<file path="src/shared/mstc_defines.svh">
/*
 * Constants of the MAC statistics counter bank: limits, encodings and
 * the host read map. Assumes inclusion by bare name from any design file.
 */
`ifndef MSTC_DEFINES_SVH
`define MSTC_DEFINES_SVH

// ---------------------------------------------------------------------
// Packet length limits in bytes
// ---------------------------------------------------------------------
`define MSTC_MIN_LEN     16'h0040
`define MSTC_MAX_1518    16'h05EE
`define MSTC_MAX_1522    16'h05F2
`define MSTC_MAX_1535    16'h05FF

// Maximum length select codes; 1518 is also the reset value.
`define MSTC_SEL_1518    2'h0
`define MSTC_SEL_1522    2'h1
`define MSTC_SEL_1535    2'h2
`define MSTC_SEL_UNLIM   2'h3

// ---------------------------------------------------------------------
// Counter slots and host read map
// ---------------------------------------------------------------------
`define MSTC_NCTR        13
`define MSTC_NRX         7'h09
`define MSTC_NTX         7'h04
`define MSTC_TX_BASE     7'h12
`define MSTC_FLAG_ADDR   8'hF0

`define MSTC_RX_PKTS     0
`define MSTC_RX_OCTETS   1
`define MSTC_RX_BAD      2
`define MSTC_RX_CRC      3
`define MSTC_RX_ALIGN    4
`define MSTC_RX_SYMBOL   5
`define MSTC_RX_OVERFLOW 6
`define MSTC_RX_LONG     7
`define MSTC_RX_SHORT    8
`define MSTC_TX_PKTS     9
`define MSTC_TX_OCTETS   10
`define MSTC_TX_BAD      11
`define MSTC_TX_UNDERRUN 12

`endif

</file>
<file path="src/shared/mstc_pkg.sv">
/*
 * Types of the MAC statistics counter bank: the end-of-packet reports
 * of the receive and transmit paths. Assumes nothing else.
 */
package mstc_pkg;

    // Receive end-of-packet report, valid while done is high.
    typedef struct packed {
        logic        done;
        logic [15:0] len;
        logic        fcs_bad;
        logic        odd_bits;
        logic        fifo_ovf;
        logic        bad_code;
        logic        viol;
    } mstc_rx_ev_s;

    // Transmit end-of-packet report, valid while done is high.
    typedef struct packed {
        logic        done;
        logic [15:0] len;
        logic        underrun;
    } mstc_tx_ev_s;

endpackage

</file>
<file path="src/core/mstc_ctr_cell.sv">
/*
 * One 32-bit statistics counter with read clear, rollover or freeze and
 * a registered pulse when its top bit rises.
 * Assumes a synchronised reset and controls from the sys_clk domain.
 */
`include "mstc_defines.svh"

module mstc_ctr_cell #(
    parameter int W = 32
) (
    // Clock and reset.
    input  wire logic         sys_clk,
    input  wire logic         rst_n,
    // Controls.
    input  wire logic         clear,
    input  wire logic         freeze,
    input  wire logic         rd_take,
    input  wire logic         rd_clr_mode,
    input  wire logic         inc_en,
    input  wire logic [W-1:0] inc_amt,
    // State.
    output logic      [W-1:0] value,
    output logic              msb_rise
);

    logic [W-1:0] next_value;
    logic         next_msb_rise;
    logic [W-1:0] base;
    logic [W:0]   sum;

    // Next count: read reset, then one increment per event, with clear overriding both.
    always_comb begin
        base = value;
        sum  = '0;
        if (rd_take && (rd_clr_mode || value == '1)) begin
            base = '0;
        end
        next_value = base;
        if (inc_en) begin
            sum = {1'b0, base} + {1'b0, inc_amt};
            if (sum[W] && freeze) begin
                next_value = '1;
            end else begin
                next_value = sum[W-1:0];
            end
        end
        if (clear) begin
            next_value = '0;
        end
        next_msb_rise = ~value[W-1] & next_value[W-1];
    end

    // Count registers.
    always_ff @(posedge sys_clk or negedge rst_n) begin
        if (!rst_n) begin
            value    <= '0;
            msb_rise <= 1'b0;
        end else begin
            value    <= next_value;
            msb_rise <= next_msb_rise;
        end
    end
endmodule

</file>
<file path="src/core/mstc_stats.sv">
/*
 * Statistics counter bank of a gigabit MAC: classifies finished packets,
 * counts them and serves reads over the host register pins.
 * Assumes packet reports and configuration come from sys_clk logic and
 * the host pins come from another clock and are synchronised here.
 */
`include "mstc_defines.svh"

module mstc_stats #(
    parameter int NCTR = `MSTC_NCTR
) (
    // Clock and reset.
    input  wire logic                sys_clk,
    input  wire logic                rst_n,
    // Packet reports.
    input  wire mstc_pkg::mstc_rx_ev_s rx_ev,
    input  wire mstc_pkg::mstc_tx_ev_s tx_ev,
    // Configuration.
    input  wire logic [1:0]          stats_max_len_select,
    input  wire logic                ctr_clear_on_read,
    input  wire logic                ctr_freeze,
    input  wire logic                all_counters_clear,
    input  wire logic [NCTR-1:0]     hf_mask,
    // Host register pins.
    input  wire logic                host_if_clock,
    input  wire logic                host_select_low,
    input  wire logic                host_read_low,
    input  wire logic [7:0]          host_addr,
    output logic      [15:0]         host_rdata,
    output logic                     host_rdata_oe,
    output logic                     host_interrupt_out
);

    // -----------------------------------------------------------------
    // Reset release and pin synchronisers
    // -----------------------------------------------------------------
    logic        rst_meta;
    logic        rst_sync_n;
    logic [10:0] pin_meta;
    logic [10:0] pin_sync;
    logic        hclk_s;
    logic        cs_low_s;
    logic        rd_low_s;
    logic [7:0]  addr_s;

    // Reset is released through two flops.
    always_ff @(posedge sys_clk or negedge rst_n) begin
        if (!rst_n) begin
            rst_meta   <= 1'b0;
            rst_sync_n <= 1'b0;
        end else begin
            rst_meta   <= 1'b1;
            rst_sync_n <= rst_meta;
        end
    end

    // Host pins pass two flops before any logic reads them.
    always_ff @(posedge sys_clk or negedge rst_sync_n) begin
        if (!rst_sync_n) begin
            pin_meta <= 11'h006;
            pin_sync <= 11'h006;
        end else begin
            pin_meta <= {host_addr, host_read_low, host_select_low,
                         host_if_clock};
            pin_sync <= pin_meta;
        end
    end

    assign hclk_s   = pin_sync[0];
    assign cs_low_s = pin_sync[1];
    assign rd_low_s = pin_sync[2];
    assign addr_s   = pin_sync[10:3];

    // -----------------------------------------------------------------
    // Packet classification
    // -----------------------------------------------------------------
    logic [1:0]             max_sel;
    logic [15:0]            max_len;
    logic                   unlim;
    logic                   rx_legal;
    logic                   rx_sym;
    logic                   rx_bad;
    logic                   tx_legal;
    logic                   tx_bad;
    logic [NCTR-1:0]        inc_en;
    logic [NCTR-1:0][31:0]  inc_amt;

    // The select is held locally so it resets to 1518 bytes.
    always_ff @(posedge sys_clk or negedge rst_sync_n) begin
        if (!rst_sync_n) begin
            max_sel <= `MSTC_SEL_1518;
        end else begin
            max_sel <= stats_max_len_select;
        end
    end

    // Limit decode; used only for counting, never by the datapath.
    always_comb begin
        unlim = 1'b0;
        unique case (max_sel)
            `MSTC_SEL_1518:  max_len = `MSTC_MAX_1518;
            `MSTC_SEL_1522:  max_len = `MSTC_MAX_1522;
            `MSTC_SEL_1535:  max_len = `MSTC_MAX_1535;
            `MSTC_SEL_UNLIM: begin
                max_len = 16'hFFFF;
                unlim   = 1'b1;
            end
        endcase
    end

    // Good or bad verdicts and the increments they cause.
    always_comb begin
        rx_legal = rx_ev.len >= `MSTC_MIN_LEN &&
                   (unlim || rx_ev.len <= max_len);
        tx_legal = tx_ev.len >= `MSTC_MIN_LEN &&
                   (unlim || tx_ev.len <= max_len);
        rx_sym   = rx_ev.bad_code | rx_ev.viol;
        rx_bad   = ~rx_legal | rx_ev.fcs_bad | rx_ev.fifo_ovf
                   | rx_sym;
        tx_bad   = ~tx_legal | tx_ev.underrun;
        inc_en   = '0;
        for (int i = 0; i < NCTR; i++) begin
            inc_amt[i] = 32'h0000_0001;
        end
        inc_amt[`MSTC_RX_OCTETS] = {16'h0000, rx_ev.len};
        inc_amt[`MSTC_TX_OCTETS] = {16'h0000, tx_ev.len};
        if (rx_ev.done) begin
            inc_en[`MSTC_RX_PKTS]     = ~rx_bad;
            inc_en[`MSTC_RX_OCTETS]   = ~rx_bad;
            inc_en[`MSTC_RX_BAD]      = rx_bad;
            inc_en[`MSTC_RX_CRC]      = rx_ev.fcs_bad & ~rx_ev.odd_bits;
            inc_en[`MSTC_RX_ALIGN]    = rx_ev.fcs_bad & rx_ev.odd_bits;
            inc_en[`MSTC_RX_SYMBOL]   = rx_sym;
            inc_en[`MSTC_RX_OVERFLOW] = rx_ev.fifo_ovf;
            inc_en[`MSTC_RX_LONG]     = ~unlim && rx_ev.len > max_len &&
                                        !(rx_ev.fcs_bad | rx_ev.fifo_ovf
                                          | rx_sym);
            inc_en[`MSTC_RX_SHORT]    = rx_ev.len < `MSTC_MIN_LEN;
        end
        if (tx_ev.done) begin
            inc_en[`MSTC_TX_PKTS]     = ~tx_bad;
            inc_en[`MSTC_TX_OCTETS]   = ~tx_bad;
            inc_en[`MSTC_TX_BAD]      = tx_bad;
            inc_en[`MSTC_TX_UNDERRUN] = tx_ev.underrun;
        end
    end

    // -----------------------------------------------------------------
    // Counter cells
    // -----------------------------------------------------------------
    logic [NCTR-1:0][31:0] ctr_value;
    logic [NCTR-1:0]       hf_rise;
    logic [NCTR-1:0]       rd_take;

    for (genvar i = 0; i < NCTR; i++) begin : g_ctr
        mstc_ctr_cell #(.W(32)) u_cell (
            .sys_clk     (sys_clk),
            .rst_n       (rst_sync_n),
            .clear       (all_counters_clear),
            .freeze      (ctr_freeze),
            .rd_take     (rd_take[i]),
            .rd_clr_mode (ctr_clear_on_read),
            .inc_en      (inc_en[i]),
            .inc_amt     (inc_amt[i]),
            .value       (ctr_value[i]),
            .msb_rise    (hf_rise[i])
        );
    end

    // -----------------------------------------------------------------
    // Host read port, holding word and half-full flags
    // -----------------------------------------------------------------
    logic            hclk_prev;
    logic            rd_was;
    logic            hold_valid;
    logic [3:0]      hold_slot;
    logic [31:0]     hold_val;
    logic [NCTR-1:0] hf_flag;
    logic            next_hclk_prev;
    logic            next_rd_was;
    logic            next_hold_valid;
    logic [3:0]      next_hold_slot;
    logic [31:0]     next_hold_val;
    logic [15:0]     next_rdata;
    logic            next_oe;
    logic [NCTR-1:0] next_flag;
    logic            next_irq;
    logic            hedge;
    logic            rd_lvl;
    logic            acc;
    logic            is_ctr;
    logic [3:0]      slot;
    logic [6:0]      cnum;
    logic [6:0]      tslot;
    logic [31:0]     word;
    logic [NCTR-1:0] clr_mask;

    // Address decode into a counter slot.
    always_comb begin
        cnum   = addr_s[7:1];
        tslot  = cnum - `MSTC_TX_BASE + `MSTC_NRX;
        is_ctr = 1'b0;
        slot   = 4'h0;
        if (cnum < `MSTC_NRX) begin
            is_ctr = 1'b1;
            slot   = cnum[3:0];
        end else if (cnum >= `MSTC_TX_BASE &&
                     cnum < `MSTC_TX_BASE + `MSTC_NTX) begin
            is_ctr = 1'b1;
            slot   = tslot[3:0];
        end
    end

    // One access per host clock edge on which a read starts.
    always_comb begin
        hedge           = hclk_s & ~hclk_prev;
        rd_lvl          = ~cs_low_s & ~rd_low_s;
        acc             = hedge & rd_lvl & ~rd_was;
        next_hclk_prev  = hclk_s;
        next_rd_was     = hedge ? rd_lvl : rd_was;
        next_hold_valid = hold_valid & ~cs_low_s;
        next_hold_slot  = hold_slot;
        next_hold_val   = hold_val;
        next_rdata      = host_rdata;
        next_oe         = rd_lvl;
        rd_take         = '0;
        clr_mask        = '0;
        word            = hold_val;
        if (acc) begin
            next_rdata = 16'h0000;
            if (is_ctr) begin
                if (!(hold_valid && hold_slot == slot)) begin
                    rd_take[slot]   = 1'b1;
                    word            = ctr_value[slot];
                    next_hold_val   = ctr_value[slot];
                    next_hold_slot  = slot;
                    next_hold_valid = 1'b1;
                end
                next_rdata     = addr_s[0] ? word[31:16]
                                           : word[15:0];
                clr_mask[slot] = 1'b1;
            end else if (addr_s == `MSTC_FLAG_ADDR) begin
                next_rdata = 16'(hf_flag);
                clr_mask   = '1;
            end
        end
        next_flag = (hf_flag & ~clr_mask) | hf_rise;
        next_irq  = |(hf_flag & ~hf_mask);
    end

    // Host side registers.
    always_ff @(posedge sys_clk or negedge rst_sync_n) begin
        if (!rst_sync_n) begin
            hclk_prev          <= 1'b0;
            rd_was             <= 1'b0;
            hold_valid         <= 1'b0;
            hold_slot          <= 4'h0;
            hold_val           <= 32'h0000_0000;
            host_rdata         <= 16'h0000;
            host_rdata_oe      <= 1'b0;
            hf_flag            <= '0;
            host_interrupt_out <= 1'b0;
        end else begin
            hclk_prev          <= next_hclk_prev;
            rd_was             <= next_rd_was;
            hold_valid         <= next_hold_valid;
            hold_slot          <= next_hold_slot;
            hold_val           <= next_hold_val;
            host_rdata         <= next_rdata;
            host_rdata_oe      <= next_oe;
            hf_flag            <= next_flag;
            host_interrupt_out <= next_irq;
        end
    end
endmodule

</file>
<file path="config.mk">
export PLATFORM = sky130hd
export DESIGN_NAME = mstc_stats
export DESIGN_NICKNAME = d
export VERILOG_FILES = /design/src/shared/mstc_pkg.sv /design/src/core/mstc_ctr_cell.sv /design/src/core/mstc_stats.sv
export VERILOG_INCLUDE_DIRS = /design/src /design/src/shared
export SDC_FILE = /design/constraint.sdc
export NUM_CORES = 2
export LEC_CHECK = 0
export BUFFER_PORTS_ARGS = -buffer_cell sky130_fd_sc_hd__buf_4
export CAP_MARGIN = 5
export CORE_ASPECT_RATIO = 0.6
export CORE_MARGIN = 5
export CORE_UTILIZATION = 43
export DETAILED_ROUTE_END_ITERATION = 10
export PLACE_DENSITY = 0.62
export SLEW_MARGIN = 10
export SYNTH_ARGS = -nofsm -noshare
export SYNTH_HDL_FRONTEND = slang
export SYNTH_SLANG_ARGS = --single-unit
</file>
<file path="constraint.sdc">
create_clock -name sys_clk -period 32.9 [get_ports sys_clk]
set_input_delay 3.29 -clock sys_clk [delete_from_list [all_inputs] [get_ports sys_clk]]
set_output_delay 3.29 -clock sys_clk [all_outputs]
set_load 0.01 [all_outputs]
</file>
-- Word level (Yosys, flattened, before mapping)
Cells that the tools add are included.
- register bits: 525
- input port bits: 71
- output and inout port bits: 18
- word-level logic and storage cells: 270
- $add $sub $neg: 15
- magnitude comparators: 11
- equality and inequality tests: 18
- mux-type cells: 77
- bitwise operators: 56
- reductions and logical operators: 53
- operators with widths (cell ; number):
    $mux W32 ; 54
    $eq A32 B32 Y1 const B ; 13
    $add A32 B1 Y33 const B ; 11
    $bmux W32 S4 ; 1
    $mux W13 ; 7
    $add A32 B16 Y33 ; 2
    $pmux W16 S4 ; 1
    $logic_and A1 B1 Y1 ; 33
    $ge A16 B7 Y1 const B ; 2
    $le A16 B16 Y1 ; 2
    $mux W16 ; 2
    $and A13 B13 Y13 ; 2
    $not A13 Y13 ; 2
    $not A1 Y1 ; 24
    $and A1 B1 Y1 ; 20
    $gt A16 B16 Y1 ; 1
    $lt A16 B7 Y1 const B ; 1
    $logic_or A1 B1 Y1 ; 15
    $or A13 B13 Y13 ; 1
    $reduce_or A13 Y1 ; 1
    $mux W4 ; 3
    $mux W9 ; 1
    $eq A8 B8 Y1 const B ; 1
    $ge A7 B5 Y1 const B ; 1
    other kinds (16) ; 29

-- Longest topological paths before layout
- depth in word-level cells: 19
- mapped depth: 26

-- Modules after synthesis
Synthesis repeated with hierarchy kept, for this count alone.
- cell total of the unflattened synthesis: 6365
- area, all modules: 53905.4 um^2
- by module, submodules not included (module ; times used ; cells each ; area an instance (um^2)):
    mstc_ctr_cell (g_ctr[3].u_cell ...) ; 7 ; 416 ; 3460.8
    mstc_ctr_cell (g_ctr[10].u_cell ...) ; 5 ; 419 ; 3565.9
    mstc_stats ; 1 ; 937 ; 8299.2
    mstc_ctr_cell (g_ctr[0].u_cell) ; 1 ; 421 ; 3550.9

-- Least setup slack after synthesis
OpenSTA, ideal clock, no wires.
- kind: input -> register
- start: input ctr_clear_on_read
- end: register g_ctr[1].u_cell.value[25]
- arrival: 6.841 ns
- required time: 32.817 ns
- setup slack: 25.976 ns
- cell stages on the path: 17
- cell sequence: inv_1 > a2111oi_2 > o211ai_2 > buf_4 > clkbuf_1 > and2_1 > ha_1 > and3_1 > and2_1 > o21a_1 > o2111a_1 > inv_1 > o2111a_1 > or4b_1 > buf_2 > or3_4 > o21ai_0
- longest elaborated chain between the ends: 8
- RTL lines (element ; line ; text):
    start, declared ; mstc_stats.sv:20 ; input wire logic ctr_clear_on_read,
    $logic_or A1 B1 Y1 (*) ; mstc_ctr_cell.sv:35 ; if (rd_take && (rd_clr_mode || value == '1)) begin
    $logic_and A1 B1 Y1 (*) ; mstc_ctr_cell.sv:35 ;
    $mux W32 (*) ; mstc_ctr_cell.sv:35 ;
    $add A32 B16 Y33 ; mstc_ctr_cell.sv:40 ; sum = {1'b0, base} + {1'b0, inc_amt};
    $logic_and A1 B1 Y1 ; mstc_ctr_cell.sv:41 ; if (sum[W] && freeze) begin
    $mux W32 ; mstc_ctr_cell.sv:41 ;
    $mux W32 (*) ; mstc_ctr_cell.sv:39 ; if (inc_en) begin
    $mux W32 (*) ; mstc_ctr_cell.sv:47 ; if (clear) begin
    net g_ctr[1].u_cell.next_value[25] ; mstc_ctr_cell.sv:26 ; logic [W-1:0] next_value;
    end signal, assigned ; mstc_ctr_cell.sv:59 ; value <= next_value;
    end, declared ; mstc_ctr_cell.sv:22 ; output logic [W-1:0] value,
The timed path passes the listed nets; every way through them passes the cells marked *.
A chain may end at the register's enable or synchronous reset.

-- Worst setup path after layout
- start: input ctr_clear_on_read
- end: register g_ctr[1].u_cell.value[19]
The elaborated chain is that of the path after synthesis.

==> results.md <==
* Syn nets at 4124
* # fillers at 7534
* Lkg Pwr at 14.7 nW
* Origin of the critical flop-to-flop path: pin_sync[4]
* Finished Core Util at 48.1%
* Number of max-cap violations at 0
* Int Power at ~1.1 mW
* Synth area leader: dfrtp_1
* Setup crit end kind: flop
* Worst-path clk slew at ~70 ps
* GP Congestion at 0.995
* Core area at 0.0776 sq mm
* Met2 Resource Use GR at 36.3%
* CP Launch Type: primary input
* Layout cells sized above 1 at 8.56%
* CP Capture Point: g_ctr[1].u_cell.value[19]
* Sw Pwr at approximately 0.4 mW
* Vias per std cell at 6.45
* Fmax at 140 MHz
* Die area at between 0.08 and 0.09 sq mm
* Per-cell routed wire length at 26.0 um
* Count of pins over their slew limit at 0
* Vias in the first global route at approximately 30000
* Mean Syn Cell Area at 8.44 sq um
* Row count at 79
* Detailed Routing Iterations Pass 1 at 8
* Seq/Total Area, Yosys at 39.0%
* Yosys reg bits at 525
* DPL Wire Length at 95.6 mm
* GR Overflow Total at 0
* First-pass GRT wire length at 196 mm
* Critical path class: primary input to flop
* Crit. Startpoint: ctr_clear_on_read
* Final-report setup violation count at 0
* Setup bufs post-CTS at 0
* IO Pins at 89
* Rel. slew slack at 13.9%
* Cts repair resizes at 0
* Worst-case clock buffer depth at 3
* CTS sink count at 525
* Initial antenna violation count at 3
* Vias at 32600
* Worst VDD drop at 0.0374 mV
* Netlist cell types at 100
* Port bufs at 88
* Crit share post-route at between 20% and 30%
* CTS tree: yes
* Worst reg2reg path depth at 23
* Htree depth at 2
* Die Y at 227 um
* Final net count at 4087
* Ys flop type: dfrtp_1
* Hold-fix buffers, CTS at 0
* Cts bufs inserted at 56
* YS warnings at 0
* Clk root buf: clkbuf_16
* Post-Route WL at 131 mm
* Reg2reg setup slack at approximately 26000 ps
* Comb pwr share at about 8.4%
* Worst-path fanout max at 30
* Fin. Hold Viols at 0
* Area grow syn2layout at 10.9%
* Met1 Usage GRT at 48.5%
* Syn Inst Count at 3988
* EDFF count, synth at 0
* Worst R2R End: g_ctr[1].u_cell.value[19]
* Initial Util at 43.4%
* Crit path time final at just over 7000 ps
* Clock power share at 47.9%
* Clock skew at 46.3 ps
* Die Width at 371 um
* Most area-consuming cells after synthesis: dfrtp_1, nand2_1, xnor2_1
* Worst Max-Slew Pin Slew at 1280 ps
* Total track usage at a little under a third
* Yosys top cell area share at 38.7%
* Asr flop ratio synth at 100%
* Seq pwr share at 43.7%
* Grt peak-use layer: met1
* Area of the mapped netlist at 0.0337 sq mm
* Iteration-0 DRC count of the detailed router at 4949
* Post-route ant nets at 0
* RSZ-0062 raised after global routing: false
* Worst EP required at 33430 ps
* Power Dens Cells at 41.6 mW/mm^2
* Tightest Hold Check Type: flop to asynchronous set/reset pin
* Fin Setup TNS at 0 ps
* DRC errors left at 0
* Status: finished, final reports clean
* GR Util met3 at 14.5%
* Largest net degree at the start of global routing at 140
* Worst skew pair latency at 670 ps
* CP arrival at 7680 ps
* Sw frac at 26.0%
## metrics by stage
step | instance area (sq um) | instances | hold slack [ps] | total power, mW | setup slack [ps]
floorplan | 33700 | 3988 | 331 | 0.764 | 17190
global placement | 35200 | 4946 | 232 | 0.816 | 25280
detailed placement | 35200 | 4946 | 240 | 0.817 | 25190
CTS | 37300 | 5049 | 243 | 1.56 | 25840
global route | 37300 | 5049 | 265 | 1.60 | 25560
finish | 37300 | 5053 | 224 | 1.55 | 25760
## how the worst min path moves through the flow
stage / startpoint / to / slack [ps]
after floorplan: pin_meta[0] / pin_sync[0] / 330
after global placement: rst_sync_n / g_ctr[3].u_cell.value[21] / 230
after detailed placement: rst_sync_n / g_ctr[3].u_cell.value[22] / 240
after CTS: rst_sync_n / g_ctr[3].u_cell.value[22] / 240
after global routing: rst_sync_n / g_ctr[3].u_cell.value[7] / 270
final: rst_sync_n / g_ctr[3].u_cell.value[22] / 220
## routing by layer
metal	wire length (um)	part of all wire, %	vias up
li1	-	-	14500
met1	60700	46	15900
met2	46000	35	1957
met3	21600	16	202
met4	2910	2.2	2
met5	41	0.031	-
## cell type report
type	count	area, sq um	share of cell area [%]
tap	1053	1320	3.53
inverter	82	308	0.825
multi-input combinational	3134	19200	51.6
clock buffer	80	1660	4.45
clock inverter	23	463	1.24
antenna	4	10.0	0.0268
sequential	525	13100	35.2
timing repair buffer	152	1170	3.14
## placed cells by master (no fill, tap or decap), types with 15 or more instances in the layout
cell type  count
a211oi_1     124
a21o_1        22
a21oi_1      277
a221o_1       15
a221oi_1      18
a22oi_1       19
a311o_1       16
a311oi_1      45
a31oi_1       72
and2_1        87
and3_1       152
and4_1        52
buf_4        149
clkbuf_16     57
clkbuf_8      16
dfrtp_1      520
ha_1          63
inv_1         81
nand2_1      599
nand2b_1      23
nand3_1      177
nand4_1      141
nor2_1       243
nor3_1       131
nor4_1        37
o211ai_1      17
o21a_1        25
o21ai_0      184
o22ai_1       20
or2_2         18
or3_1         16
or4_1         18
xnor2_1      181
xor2_1       128
## cell usage after synthesis (72+ instances only)
cell	n
nand2_1	602
dfrtp_1	521
a21oi_1	277
nor2_1	244
clkbuf_1	186
o21ai_0	184
xnor2_1	181
nand3_1	177
and3_1	152
nand4_1	141
nor3_1	133
xor2_1	128
a211oi_1	125
and2_1	87
inv_1	81
a31oi_1	72
## state kept, by name, summed over array words and instances, names as in the netlist, 2 cells and up
name / count
hold_slot: 4
pin_meta: 11
g_ctr.u_cell.value: 416
max_sel: 2
g_ctr.u_cell.msb_rise: 13
pin_sync: 11
host_rdata: 16
hf_flag: 13
hold_val: 32
## power by group through the flow
stage | clock (mW) | sequential, mW | combinational (mW)
after floorplan | 0 | 0.693 | 0.0714
after global placement | 0 | 0.689 | 0.127
after detailed placement | 0 | 0.689 | 0.128
after CTS | 0.752 | 0.677 | 0.128
after global routing | 0.781 | 0.679 | 0.143
final | 0.744 | 0.678 | 0.131
## worst max-delay path, cell delays in order
cell and delay (ps):
buf_4 200, inv_1 140, a2111oi_2 80, buf_4 190, o211ai_2 50, buf_4 320
and2_1 210, ha_1 200, inv_1 70, fa_1 410, nor2b_1 140, o21a_1 190
o21a_1 270, o2111a_1 230, inv_1 40, o2111a_1 290, or4b_1 760, or3_4 450
o21ai_0 100
## logic make-up after synthesis
kind of cell,Yosys count,synth area share [%]
multiplexers,25,1.20
AO/OA/AOI/OAI,983,19.3
buffers and inverters,329,3.97
AND/OR/NAND/NOR,1749,25.9
XOR/XNOR,310,8.09
other,1,0.0111
adder cells (fa/ha/maj),66,2.49
flip-flops,525,39.0
(Power assumes the default switching activity.)
